==> src/design/clock_ctrl_pkg.sv <==
package clock_ctrl_pkg;
   // Register byte addresses
   localparam logic [31:0] MISC_OFS = 32'h4002_8000;
   localparam logic [31:0] DIV_OFS = 32'h4002_8004;
   localparam logic [31:0] GATE_OFS = 32'h4002_8014;
   localparam logic [31:0] STAT_OFS = 32'h4002_8018;
   // Reset values
   localparam logic [15:0] MISC_RST = 16'h0041;
   localparam logic [15:0] DIV_RST = 16'h0200;
   localparam logic [15:0] GATE_RST = 16'h0040;
   localparam logic [15:0] STAT_RST = 16'h0000;
   // Writable bits; read-only reserved bits stay zero
   localparam logic [15:0] MISC_WMASK = 16'hEFF3;
   localparam logic [15:0] DIV_WMASK = 16'h0707;
   localparam logic [15:0] STAT_W1C = 16'h6006;
   // Field positions
   localparam int ROOT_SEL_LSB = 0;
   localparam int PLL_REF_BIT = 11;
   localparam int HDIV_LSB = 0;
   localparam int PDIV_LSB = 8;
   localparam int LOCK_BIT = 0;
   localparam int LOCK_GOT_BIT = 1;
   localparam int LOCK_LOST_BIT = 2;
   localparam int XTAL_OK_BIT = 12;
   localparam int XTAL_LOST_BIT = 13;
   localparam int XTAL_GOT_BIT = 14;
   // Root source codes; the reserved code is used inside for the slow oscillator
   localparam logic [1:0] SEL_FAST = 2'h0;
   localparam logic [1:0] SEL_PLL = 2'h1;
   localparam logic [1:0] SEL_RSVD = 2'h2;
   localparam logic [1:0] SEL_EXT = 2'h3;
   localparam logic [1:0] SRC_SLOW = 2'h2;
   // Analog clock is root divided by four
   localparam int ACLK_LOG2 = 2;
   localparam int CLK_PERIOD_NS = 10;

   typedef struct packed {
      logic [31:0] addr;
      logic [31:0] wdata;
      logic we;
      logic re;
   } reg_req_t;

   typedef struct packed {
      logic fast_internal_osc;
      logic system_pll;
      logic slow_internal_osc;
      logic crystal_osc;
      logic external_clock_input;
   } osc_in_t;

   typedef struct packed {
      logic root_system_clock;
      logic hclk;
      logic pclk;
      logic aclk;
      logic pll_ref;
   } clk_out_t;

   typedef enum logic [1:0] {
      MX_FOLLOW = 2'b00,
      MX_DRAIN = 2'b01,
      MX_WAIT_NEW = 2'b11
   } mux_state_t;
endpackage

==> src/design/glitch_free_mux.sv <==
`timescale 1ns/1ps
module glitch_free_mux
   import clock_ctrl_pkg::*;
(
   // Clock and reset
   input wire logic clk,
   input wire logic rstn,
   // Sources and select
   input wire logic [3:0] src,
   input wire logic [1:0] sel,
   // Output
   output logic out_q,
   output logic busy_q
);
   import clock_ctrl_pkg::*;

   typedef struct packed {
      mux_state_t st;
      logic [1:0] cur;
      logic [1:0] tgt;
      logic out;
   } mux_st_t;

   mux_st_t s_q;
   mux_st_t s_d;

   always_comb
   begin
      s_d = s_q;
      case (s_q.st)
         MX_FOLLOW:
         begin
            s_d.out = src[s_q.cur];
            if (sel != s_q.cur)
            begin
               s_d.st = MX_DRAIN;
            end
         end
         MX_DRAIN:
         begin
            // Let the old source finish its high phase, then park low
            s_d.out = src[s_q.cur];
            if (!src[s_q.cur])
            begin
               s_d.tgt = sel;
               s_d.st = MX_WAIT_NEW;
            end
         end
         MX_WAIT_NEW:
         begin
            // Join the new source only while it is low: no short pulse
            s_d.out = 1'b0;
            if (!src[s_q.tgt])
            begin
               s_d.cur = s_q.tgt;
               s_d.st = MX_FOLLOW;
            end
         end
         default:
         begin
            s_d.st = MX_FOLLOW;
            s_d.out = 1'b0;
         end
      endcase
   end

   always_ff @(posedge clk or negedge rstn)
   begin
      if (!rstn)
      begin
         s_q <= '{st: MX_FOLLOW, cur: SEL_PLL, tgt: SEL_PLL, out: 1'b0};
      end
      else
      begin
         s_q <= s_d;
      end
   end

   assign out_q = s_q.out;
   assign busy_q = (s_q.st != MX_FOLLOW);
endmodule // glitch_free_mux

==> src/design/clock_sel_div.sv <==
// Operation
// - Root clock selectable from fast internal oscillator or PLL; PLL by default.
// - External clock pin may be chosen as root clock for test.
// - Memory-bus clock and peripheral clock are derived from root clock.
// - Analog clock is root clock divided by four.
// - After reset the root clock comes from the PLL.
// - PLL reference is the fast internal oscillator after reset.
// - Divider field bits 2 to 0 divide by 1 up to 128.
// - Crystal stability is reported in status bits 14 to 12.
// - PLL lock is reported in status bits 2 to 0.
// - A 32 kHz slow oscillator serves as clock in low-power mode.
// - A 16 MHz crystal oscillator may serve as PLL reference.
// - Select code 00 fast osc, 01 PLL, 11 external pin, 10 reserved.
// - PLL reference bit 0 picks internal oscillator, 1 picks crystal.
`timescale 1ns/1ps
module clock_sel_div
   import clock_ctrl_pkg::*;
(
   // Clock and reset
   input wire logic clk,
   input wire logic rstn,
   // Register port
   input wire clock_ctrl_pkg::reg_req_t req,
   output logic [31:0] rdata_q,
   // Oscillator levels, sampled on clk
   input wire clock_ctrl_pkg::osc_in_t osc,
   input wire logic low_power_mode,
   // Analog status
   input wire logic pll_locked,
   input wire logic crystal_stable,
   // Generated clocks and state
   output clock_ctrl_pkg::clk_out_t clocks_q,
   output logic switch_busy_q,
   output logic [15:0] user_gate_q
);
   import clock_ctrl_pkg::*;

   typedef struct packed {
      logic [15:0] misc;
      logic [15:0] div;
      logic [15:0] gate;
      logic [15:0] stat;
      logic [31:0] rdata;
      logic xtal_prev;
      logic lock_prev;
      logic root_prev;
      logic [6:0] hcnt;
      logic [6:0] pcnt;
      logic [1:0] acnt;
      logic hclk;
      logic pclk;
      logic aclk;
      logic pll_ref;
   } top_st_t;

   top_st_t s_q;
   top_st_t s_d;
   logic root_q;
   logic busy;
   logic [1:0] sel_eff;
   logic [3:0] src_vec;
   logic root_rise;
   logic [2:0] hdiv;
   logic [2:0] pdiv;
   logic [6:0] hcnt_nx;
   logic [6:0] pcnt_nx;
   logic [1:0] acnt_nx;

   always_comb
   begin
      // Reserved code falls back to the fast oscillator
      if (low_power_mode)
      begin
         sel_eff = SRC_SLOW;
      end
      else if (s_q.misc[ROOT_SEL_LSB +: 2] == SEL_RSVD)
      begin
         sel_eff = SEL_FAST;
      end
      else
      begin
         sel_eff = s_q.misc[ROOT_SEL_LSB +: 2];
      end
   end

   // Source index order matches the select codes
   assign src_vec = {osc.external_clock_input, osc.slow_internal_osc,
                     osc.system_pll, osc.fast_internal_osc};

   glitch_free_mux u_mux (
      .clk(clk),
      .rstn(rstn),
      .src(src_vec),
      .sel(sel_eff),
      .out_q(root_q),
      .busy_q(busy)
   );

   assign root_rise = root_q && !s_q.root_prev;
   assign hdiv = s_q.div[HDIV_LSB +: 3];
   assign pdiv = s_q.div[PDIV_LSB +: 3];
   assign hcnt_nx = root_rise ? s_q.hcnt + 7'h01 : s_q.hcnt;
   assign pcnt_nx = root_rise ? s_q.pcnt + 7'h01 : s_q.pcnt;
   assign acnt_nx = root_rise ? s_q.acnt + 2'h1 : s_q.acnt;

   always_comb
   begin
      s_d = s_q;
      s_d.root_prev = root_q;
      s_d.hcnt = hcnt_nx;
      s_d.pcnt = pcnt_nx;
      s_d.acnt = acnt_nx;
      // Dividers by two to the power of the field
      if (hdiv == 3'h0)
      begin
         s_d.hclk = root_q;
      end
      else
      begin
         s_d.hclk = hcnt_nx[hdiv - 3'h1];
      end
      if (pdiv == 3'h0)
      begin
         s_d.pclk = root_q;
      end
      else
      begin
         s_d.pclk = pcnt_nx[pdiv - 3'h1];
      end
      s_d.aclk = acnt_nx[ACLK_LOG2 - 1];
      // PLL reference select
      if (s_q.misc[PLL_REF_BIT])
      begin
         s_d.pll_ref = osc.crystal_osc;
      end
      else
      begin
         s_d.pll_ref = osc.fast_internal_osc;
      end
      // Status levels and sticky events
      s_d.xtal_prev = crystal_stable;
      s_d.lock_prev = pll_locked;
      if (req.we && req.addr == STAT_OFS)
      begin
         s_d.stat = s_q.stat & ~(req.wdata[15:0] & STAT_W1C);
      end
      s_d.stat[XTAL_OK_BIT] = crystal_stable;
      s_d.stat[LOCK_BIT] = pll_locked;
      // A new event wins over a clear in the same cycle
      if (crystal_stable && !s_q.xtal_prev)
      begin
         s_d.stat[XTAL_GOT_BIT] = 1'b1;
      end
      if (!crystal_stable && s_q.xtal_prev)
      begin
         s_d.stat[XTAL_LOST_BIT] = 1'b1;
      end
      if (pll_locked && !s_q.lock_prev)
      begin
         s_d.stat[LOCK_GOT_BIT] = 1'b1;
      end
      if (!pll_locked && s_q.lock_prev)
      begin
         s_d.stat[LOCK_LOST_BIT] = 1'b1;
      end
      // Register writes
      if (req.we)
      begin
         case (req.addr)
            MISC_OFS: s_d.misc = req.wdata[15:0] & MISC_WMASK;
            DIV_OFS: s_d.div = req.wdata[15:0] & DIV_WMASK;
            GATE_OFS: s_d.gate = req.wdata[15:0];
            default: s_d.misc = s_q.misc;
         endcase
      end
      // Read data stands only in the cycle after the strobe
      s_d.rdata = 32'h0000_0000;
      if (req.re)
      begin
         case (req.addr)
            MISC_OFS: s_d.rdata = {16'h0000, s_q.misc};
            DIV_OFS: s_d.rdata = {16'h0000, s_q.div};
            GATE_OFS: s_d.rdata = {16'h0000, s_q.gate};
            STAT_OFS: s_d.rdata = {16'h0000, s_q.stat};
            default: s_d.rdata = 32'h0000_0000;
         endcase
      end
   end

   always_ff @(posedge clk or negedge rstn)
   begin
      if (!rstn)
      begin
         s_q <= '0;
         s_q.misc <= MISC_RST;
         s_q.div <= DIV_RST;
         s_q.gate <= GATE_RST;
         s_q.stat <= STAT_RST;
      end
      else
      begin
         s_q <= s_d;
      end
   end

   assign rdata_q = s_q.rdata;
   assign clocks_q = '{root_system_clock: root_q, hclk: s_q.hclk, pclk: s_q.pclk,
                       aclk: s_q.aclk, pll_ref: s_q.pll_ref};
   assign switch_busy_q = busy;
   assign user_gate_q = s_q.gate;
endmodule // clock_sel_div

==> config.mk <==
export PLATFORM = sky130hd
export DESIGN_NAME = clock_sel_div
export DESIGN_NICKNAME = d
export VERILOG_FILES = /design/src/design/clock_ctrl_pkg.sv /design/src/design/glitch_free_mux.sv /design/src/design/clock_sel_div.sv
export SDC_FILE = /design/constraint.sdc
export NUM_CORES = 1
export LEC_CHECK = 0
export BUFFER_PORTS_ARGS = -buffer_cell sky130_fd_sc_hd__buf_2
export CAP_MARGIN = 20
export CORE_MARGIN = 10
export CORE_UTILIZATION = 46
export CTS_CLUSTER_DIAMETER = 40
export DETAILED_ROUTE_END_ITERATION = 10
export PLACE_DENSITY = 0.81
export SLEW_MARGIN = 5
export SYNTH_ARGS = -nofsm -noshare
export SYNTH_HDL_FRONTEND = slang
export SYNTH_SLANG_ARGS = --single-unit
export TNS_END_PERCENT = 100
==> constraint.sdc <==
create_clock -name clk -period 6.4 [get_ports clk]
set_input_delay 0.32 -clock clk [delete_from_list [all_inputs] [get_ports clk]]
set_output_delay 0.32 -clock clk [all_outputs]
set_load 0.02 [all_outputs]
# Word level (Yosys, flattened, before mapping)
# Cells that the tools add are included.
dict set report word_totals {
  word_cells 101
  inputBits 76
  reg_bits 112
}
dict set report classes {
  bitwise_logic 4
  addsub 5
  eq_ne 11
  n_reduce_logical 26
  muxes 27
  n_lt_le_gt_ge 4
}
# cell n
set ops {}
lappend ops {{== test 32 x 31 -> 1 bit (second input constant)} 4}
lappend ops {{one-hot mux 16 bit (4 select lines)} 1}
lappend ops {{AND 16 bit} 1}
lappend ops {{two-way mux 16 bit} 1}
lappend ops {{NOT 15 -> 16 bit} 1}
lappend ops {{two-way mux 15 bit} 1}
lappend ops {{adder 7 x 1 -> 7 bit (second input constant)} 2}
lappend ops {{two-way mux 7 bit} 2}
lappend ops {{two-way mux 1 bit} 12}
lappend ops {{AND reduction 2 bit} 5}
lappend ops {{nonzero test 2 bit} 5}
lappend ops {{< comparator 3 x 4 -> 1 bit (second input constant)} 2}
lappend ops {{two-way mux 2 bit} 4}
lappend ops {{binary-select mux 1 bit (select 3 bit)} 2}
lappend ops {{logical AND 1 bit} 6}
lappend ops {{zero test 3 bit} 2}
lappend ops {{< comparator 2 x 3 -> 1 bit (second input constant)} 2}
lappend ops {{one-hot mux 2 bit (3 select lines)} 1}
lappend ops {{subtractor 3 x 1 -> 3 bit (second input constant)} 2}
lappend ops {{zero test 1 bit} 5}
lappend ops {{binary-select mux 1 bit (select 2 bit)} 2}
lappend ops {{== test 2 bit (second input constant)} 2}
lappend ops {{two-way mux 4 bit} 1}
lappend ops {{inequality test 2 bit (second input constant)} 2}
lappend ops {{8 further kinds} 9}

# Longest topological paths before layout
# Gate-level depths: netlist of run 1.
dict set report logic_depth {
  depth_word 6
  ltp_mapped 8
}

# Cells and area by module
# Synthesis of run 1 repeated with hierarchy kept, for this count alone.
dict set report unflattened {
  cells_unflattened 389
  hier_area_um2 4421.7
}
# module area_each_um2 cells_each seq_area_each_um2 instances
set by_module_without_submodules {}
lappend by_module_without_submodules {clock_sel_div 4056.4 361 1931.9 1}
lappend by_module_without_submodules {glitch_free_mux 365.4 28 177.7 1}

# Least setup slack after synthesis of run 1
# OpenSTA, ideal clock, no wires.
dict set report synth_path {
  path_type {flip-flop to flip-flop}
  start {reg s_q, in the netlist pdiv[1]}
  end {reg s_q, in the netlist clocks_q[2]}
  synth_period_minus_slack_ns 2.013
  setup_ns 0.135
  slack_ns 4.387
  arrival_time_ns 1.879
  path_buffers 1
  stages_incl_launch_ff 8
  required_time_ns 6.265
  cell_sequence {dfstp_2 > inv_1 > ha_1 > clkbuf_1 > o31ai_1 > a221o_1 > a221oi_1 > nor4_1}
}
# item line_no
set synth_lines {}
lappend synth_lines {{start, declared} clock_sel_div.sv:56} ;# top_st_t s_q;

==> results of run 1 <==
## flip-flops by register name (all words and copies together), names as in the netlist
signal,flops
u_mux.s_q,6
user_gate_q,16
rdata_q,16
hdiv,3
clocks_q,3
u_mux.out_q,1
s_q,36
pdiv,3
## cell families after synthesis
kind of cell,after synthesis,share of synthesized area
other cells,1,0.000840
flops,84,0.473
simple gates,98,0.144
buf+inv,74,0.112
mux,51,0.141
fa+ha+maj,6,0.0168
xor+xnor,15,0.0294
compound gates,51,0.0821
## final cells by class
type / instances / area [µm²] / share of cell area
Inverter: 10 / 37.5 / 0.00757
Clock inverter: 5 / 60.1 / 0.0121
Timing Repair Buffer: 101 / 541 / 0.109
Multi-Input combinational cell: 237 / 1910 / 0.385
Tap cell: 129 / 161 / 0.0326
Sequential cell: 84 / 2110 / 0.425
Clock buffer: 11 / 141 / 0.0285
## worst max-delay path by stage
| stage | start | endpoint | depth (start not counted) |
|---|---|---|---|
| final | pdiv[1]$_DFFE_PN1P_ | clocks_q[2]$_DFF_PN0_ | 7 |
| after global routing | pdiv[1]$_DFFE_PN1P_ | clocks_q[2]$_DFF_PN0_ | 7 |
| after CTS | pdiv[1]$_DFFE_PN1P_ | clocks_q[2]$_DFF_PN0_ | 7 |
| after detailed placement | req[35] | s_q[112]$_DFFE_PN0P_ | 6 |
| after global placement | req[47] | user_gate_q[3]$_DFFE_PN0P_ | 6 |
| after floorplan | pdiv[1]$_DFFE_PN1P_ | clocks_q[2]$_DFF_PN0_ | 7 |
## per-stage QoR
stage          area, µm²  setup slack [ns]
6_report            4960              4.04
5_1_grt             4960              3.88
4_1_cts             4920              4.05
3_5_place_dp        4720              3.88
3_3_place_gp        4710              3.96
2_1_floorplan       4520              4.39
## power breakdown
part	total, µW	switching (µW)	internal (µW)
Sequential	662	66.4	596
Clock	383	190	193
Combinational	290	161	129
## worst register-to-register path: cells and delay by family, from the launching register on
kind	cells	cell delay, ns
adders and majority gates	1	0.49
and+or+nand+nor	1	0.09
muxes	1	0.38
DFF	1	0.54
buffers and inverters	1	0.07
AOI/OAI and AO/OA	3	0.67
## cells in the mapped netlist, types with 7 or more instances
cell | n | area share
dfrtp_1 | 78 | 0.44
buf_4 | 54 | 0.091
mux2_2 | 26 | 0.066
nor2_1 | 26 | 0.022
a22oi_1 | 15 | 0.025
nand2_1 | 14 | 0.012
nor3_1 | 11 | 0.012
inv_1 | 10 | 0.0084
mux2_1 | 10 | 0.025
mux2_4 | 10 | 0.034
xnor2_1 | 10 | 0.020
nor2b_1 | 7 | 0.0098
o21ai_0 | 7 | 0.0078
## layer usage
layer / vias to the layer above / GRT usage / share of wire
met4: 0 / 0.0374 / 0.014
met5: - / 0 / 0
met2: 123 / 0.230 / 0.48
met1: 1544 / 0.169 / 0.43
li1: 1408 / - / -
met3: 11 / 0.0509 / 0.079
## cells in the final DEF, fill, tap and decap left out, drive strengths merged, types with 3 or more instances in the layout
master,instances
a21oi,6
a221oi,3
a22o,4
a22oi,15
a31oi,3
buf,100
clkbuf,11
conb,16
dfrtp,78
dfstp,6
ha,6
inv,12
mux2,46
mux2i,3
nand2,14
nand2b,3
nand3,4
nand3b,5
nand4,3
nor2,26
nor2b,7
nor3,12
nor3b,4
nor4,5
nor4b,5
o21ai,7
or2,3
xnor2,10
xor2,5
==> results.md, run 1 <==
- Via count of the first global-routing pass: roughly 3.2k
- R2r startpoint: pdiv[1]$_DFFE_PN1P_
- Hold path depth: 1
- Status: completed
- WHS: between 0.1 and 0.15 ns
- Syn Inst Count: 380
- Fmax: ~420 MHz
- CP delay by family, top: compound AO/OA/AOI/OAI gates
- GRT Util Overall: 0.140
- CP required: 6.63 ns
- Power per cell area: about 270 nW/µm²
- Hold-fix buffer count after cts: 0
- Rel. slew slack: 0.449
- Setup TNS: 0 ns
- FF+latch count, synth: 84
- Min cycle time layout: 2.36 ns
- Worst R2R Setup Slack: roughly 4.0 ns
- RD Place Congestion: approximately 0.82
- Share of cells above drive strength 1: 0.386
- CP Cell Sequence: inv_1, ha_1, mux2_2, o21a_1, a221o_1, a221oi_1, nor4_1
- Largest net degree at the start of global routing: 85
- DR WL/cell: between 15 and 20 µm
- Yosys cell types: 55
- Remaining DRCs: 0
- Setup violations, final: 0
- Grt ovf: 0
- Area grow syn2layout: 11.1%
- Register area share after synthesis: 0.473
- Ys Warns: 0
- Clk_skew: about 0.014 ns
- Worst-skew pair later-pin latency: about 0.35 ns
- Hold path start: crystal_stable
- Vias: 3086
- Number of fill cells: approximately 820
- Max stage delay on crit path: 0.54 ns
- I/O Buffers: between 90 and 100
- Clk pin slew, worst setup/hold paths: 0.09 ns
- R2r endpoint: clocks_q[2]$_DFF_PN0_
- Worst min path class: in -> reg
- Post-CTS Setup Inserts: 0
- Main synth FF type: dfrtp_1
- Post-cts resize count: 0
- Final WL: between 9000 and 10000 µm
- Die Span Y: roughly 120 µm
- Initial core utilization: 0.478
- Async set or reset register ratio after synthesis: 1.00
- Final Hold Fails: 0
- Slowest CP cell: dfstp_2
- Num CTS Buffers: 9
- Fin util: 0.532
- Clk buf depth: 2
- Die area: 14000 µm²
- Hold Path End: s_q[67]$_DFF_PN0_
- Worst Reg-to-Reg Cells: 7
- Leakage power: 0.00239 µW
- Cell at the root of the clock tree: clkbuf_8
- N_diodes: 0
- Non-filler cells, final: 577
- Syn Area/Cell: around 12 µm²
- Post-DP HPWL: approximately 7700 µm
- Cell count after placement: 559
- Actual slew at the worst max-slew pin: 0.820 ns
- DR iter-0 viols: roughly 200
- H-tree depth: 3
- Startpoint types: register
- Vias per cell: approximately 5.3
- First-pass GRT wire length: roughly 16000 µm
- VDD IR max: 0.174 mV
- Initial antenna violation count: 0
- WP data arrival: between 2 and 3 ns
- Core footprint: approximately 9300 µm²
- Io pins: 130
- Clk sinks: 84
- Final Cycle Share: 0.369
- Total power: roughly 1300 µW
- Max Cap Viol: 0
- Post-Synthesis Cell Area: about 4500 µm²
- Post-synth EDFFs: 0
- Die width: about 120 µm
- Crit path buf inv count: 1
- Fin nets: approximately 530
- Slew Viols, Final: 0
- Unrepaired setup endpoints after global routing: false
- Critical Path End Type: register
- Router iterations before antenna repair: 8
- # rows: 35
- Crit Path Class: reg -> reg
- Max FO, Critical Path: 11
- CTS tree: built
- DRT antenna net count: 0
No activity file was read; power rests on OpenSTA's default activity.
==> inputs of run 2 (changes only) <==
PLACE_DENSITY = 0.84   (was 0.81)
clock period = 2.1 ns   (was 6.4 ns; I/O delays follow)
==> results.md, run 2 (synthesis results as in run 1) <==
- Actual slew at the worst max-slew pin: 0.770 ns (-0.0495 ns)
- Core footprint: 9330 µm² (unchanged)
- Leakage power: 0.00254 µW (+6.2%)
- Post-DP HPWL: 8070 µm (+5.3%)
- N_diodes: 0 (unchanged)
- Non-filler cells, final: 607 (+5.2%)
- CTS tree: built
- Cell at the root of the clock tree: clkbuf_8
- Vias per cell: 5.19 (-3.0%)
- DR iter-0 viols: 153 (-25%)
- Max reg flops: 36 (unchanged)
- Worst min path class: in -> reg
- Post-CTS Setup Inserts: 0 (unchanged)
- Remaining DRCs: 0 (unchanged)
- Die area: 14000 µm² (unchanged)
- Router iterations before antenna repair: 4 (-4)
- # rows: 35 (unchanged)
- Clk pin slew, worst setup/hold paths: 0.08 ns (about the same)
- GRT Util Overall: 0.149 (+0.00922)
- VDD IR max: 0.409 mV (+140%)
- Vias: 3149 (+2.0%)
- RD Place Congestion: 0.896 (+9.8%)
- Clk sinks: 84 (unchanged)
- Final Cycle Share: 0.945 (+0.576)
- Final Hold Fails: 0 (unchanged)
- Slew Viols, Final: 0 (unchanged)
- Max Cap Viol: 0 (unchanged)
- Num CTS Buffers: 9 (unchanged)
- Most frequent cells in the layout: buf_2, dfrtp_1, nor2_1
- Min cycle time layout: 1.98 ns (-0.376 ns)
- Final WL: 10500 µm (+5.1%)
- Area grow syn2layout: 17.8%
- Grt ovf: 0 (unchanged)
- Via count of the first global-routing pass: 3447 (+6.2%)
- Fmax: 504 MHz (+19%)
- Power per cell area: 802 nW/µm² (+200%)
- CP required: 2.32 ns (-4.31 ns)
- Worst-skew pair later-pin latency: 0.36 ns (about the same)
- Top reg by flops: s_q
- Clk_skew: 0.0113 ns (-0.00240 ns)
- Status: completed
- Pre-CTS setup slack: 0.0219 ns (-3.86 ns)
- DRT antenna net count: 0 (unchanged)
- DR WL/cell: 17.2 µm (about the same)
- Clk buf depth: 2 (unchanged)
- Setup violations, final: 0 (unchanged)
- WP data arrival: 2.21 ns (-0.38 ns)
- Cell count after placement: 577 (+3.2%)
- Io pins: 130 (unchanged)
- Most common cell after layout, fill and taps aside: buf_2
- Initial antenna violation count: 0 (unchanged)
- Max FO, Critical Path: 3 (-8)
- H-tree depth: 3 (unchanged)
- Share of cells above drive strength 1: 0.410 (+0.0239)
- Largest net degree at the start of global routing: 37 (-56%)
- Final setup margin: 0.115 ns (-3.92 ns)
- Crit Path Class: reg -> reg
- Initial core utilization: 0.478 (unchanged)
- Startpoint types: register
- Critical Path End Type: register
- Die width: 119 µm (unchanged)
- I/O Buffers: 97 (unchanged)
- Die Span Y: 119 µm (unchanged)
- First-pass GRT wire length: 17200 µm (+5.9%)
- Fin nets: 555 (+5.7%)
- Rel. slew slack: 0.484 (+0.0349)
## run 2: through the flow
stage / utilization / cell area (µm²) / TNS (ns) / power (µW) / hold WS (ns)
floorplan: - / 4520 / 0 / 2680 / -0.191
global placement: 0.522 / 4870 / 0 / 2920 / 0.0833
detailed placement: 0.522 / 4870 / 0 / 2970 / 0.0803
CTS: 0.561 / 5230 / 0 / 4250 / 0.00179
global route: 0.564 / 5260 / -0.00218 / 4440 / 0.0125
finish: 0.564 / 5260 / 0 / 4220 / 0.0146
## run 2: path summary, 6_finish.rpt
| check | startpoint | end | slack (ns) | cells after the start |
|---|---|---|---|---|
| setup / recovery | pdiv[1]$_DFFE_PN1P_ | clocks_q[2]$_DFF_PN0_ | 0.12 | 7 |
| hold / removal | req[10] | s_q[111]$_DFFE_PN0P_ | 0.01 | 2 |
| setup reg to reg | pdiv[1]$_DFFE_PN1P_ | clocks_q[2]$_DFF_PN0_ | 0.12 | 7 |
| hold reg to reg | s_q[5]$_DFFE_PN0P_ | s_q[5]$_DFFE_PN0P_ | 0.46 | 1 |
| max in group asynchronous | rstn | s_q[109]$_DFFE_PN1P_ | 1.22 | 3 |
| min in group asynchronous | rstn | s_q[56]$_DFFE_PN0P_ | 0.24 | 2 |
## run 2: cell type report
cell class | count | area (µm²)
inverters | 10 | 37.5
repair buffers | 131 | 791
clock inverters | 6 | 88.8
well taps | 129 | 161
multi-input cells | 237 | 1940
clock buffers | 10 | 128
fillers | 765 | 4070
flip-flops and latches | 84 | 2110
## run 2: where the power goes
group	internal, µW	switching (µW)	leakage (µW)
Clock	672	584	0.000103
Sequential	1820	197	0.00108
Combinational	448	500	0.00135
Total	2940	1280	0.00254
## run 2: metal layers
layer / vias up / global-route usage / wire [µm]
met2: 131 / 0.250 / 5090
met1: 1536 / 0.166 / 4260
met3: 13 / 0.0624 / 934
met4: 0 / 0.0519 / 174
met5: - / 0 / 0
li1: 1469 / - / -
## run 2: what timing repair did
item / in CTS / in global routing
hold buffers: 14 / 0
endpoints found under the hold margin: 51 / 0
resized for setup: 1 / 6
setup endpoints to repair: 1 / 2
pin swaps: 0 / 2
## run 2: worst max-delay path: stages, from the launching register on
cell      delay [ns]
dfstp_2         0.54
inv_2           0.05
ha_4            0.27
mux2_4          0.30
o21a_1          0.10
a221o_1         0.28
a221oi_2        0.24
nor4_1          0.08
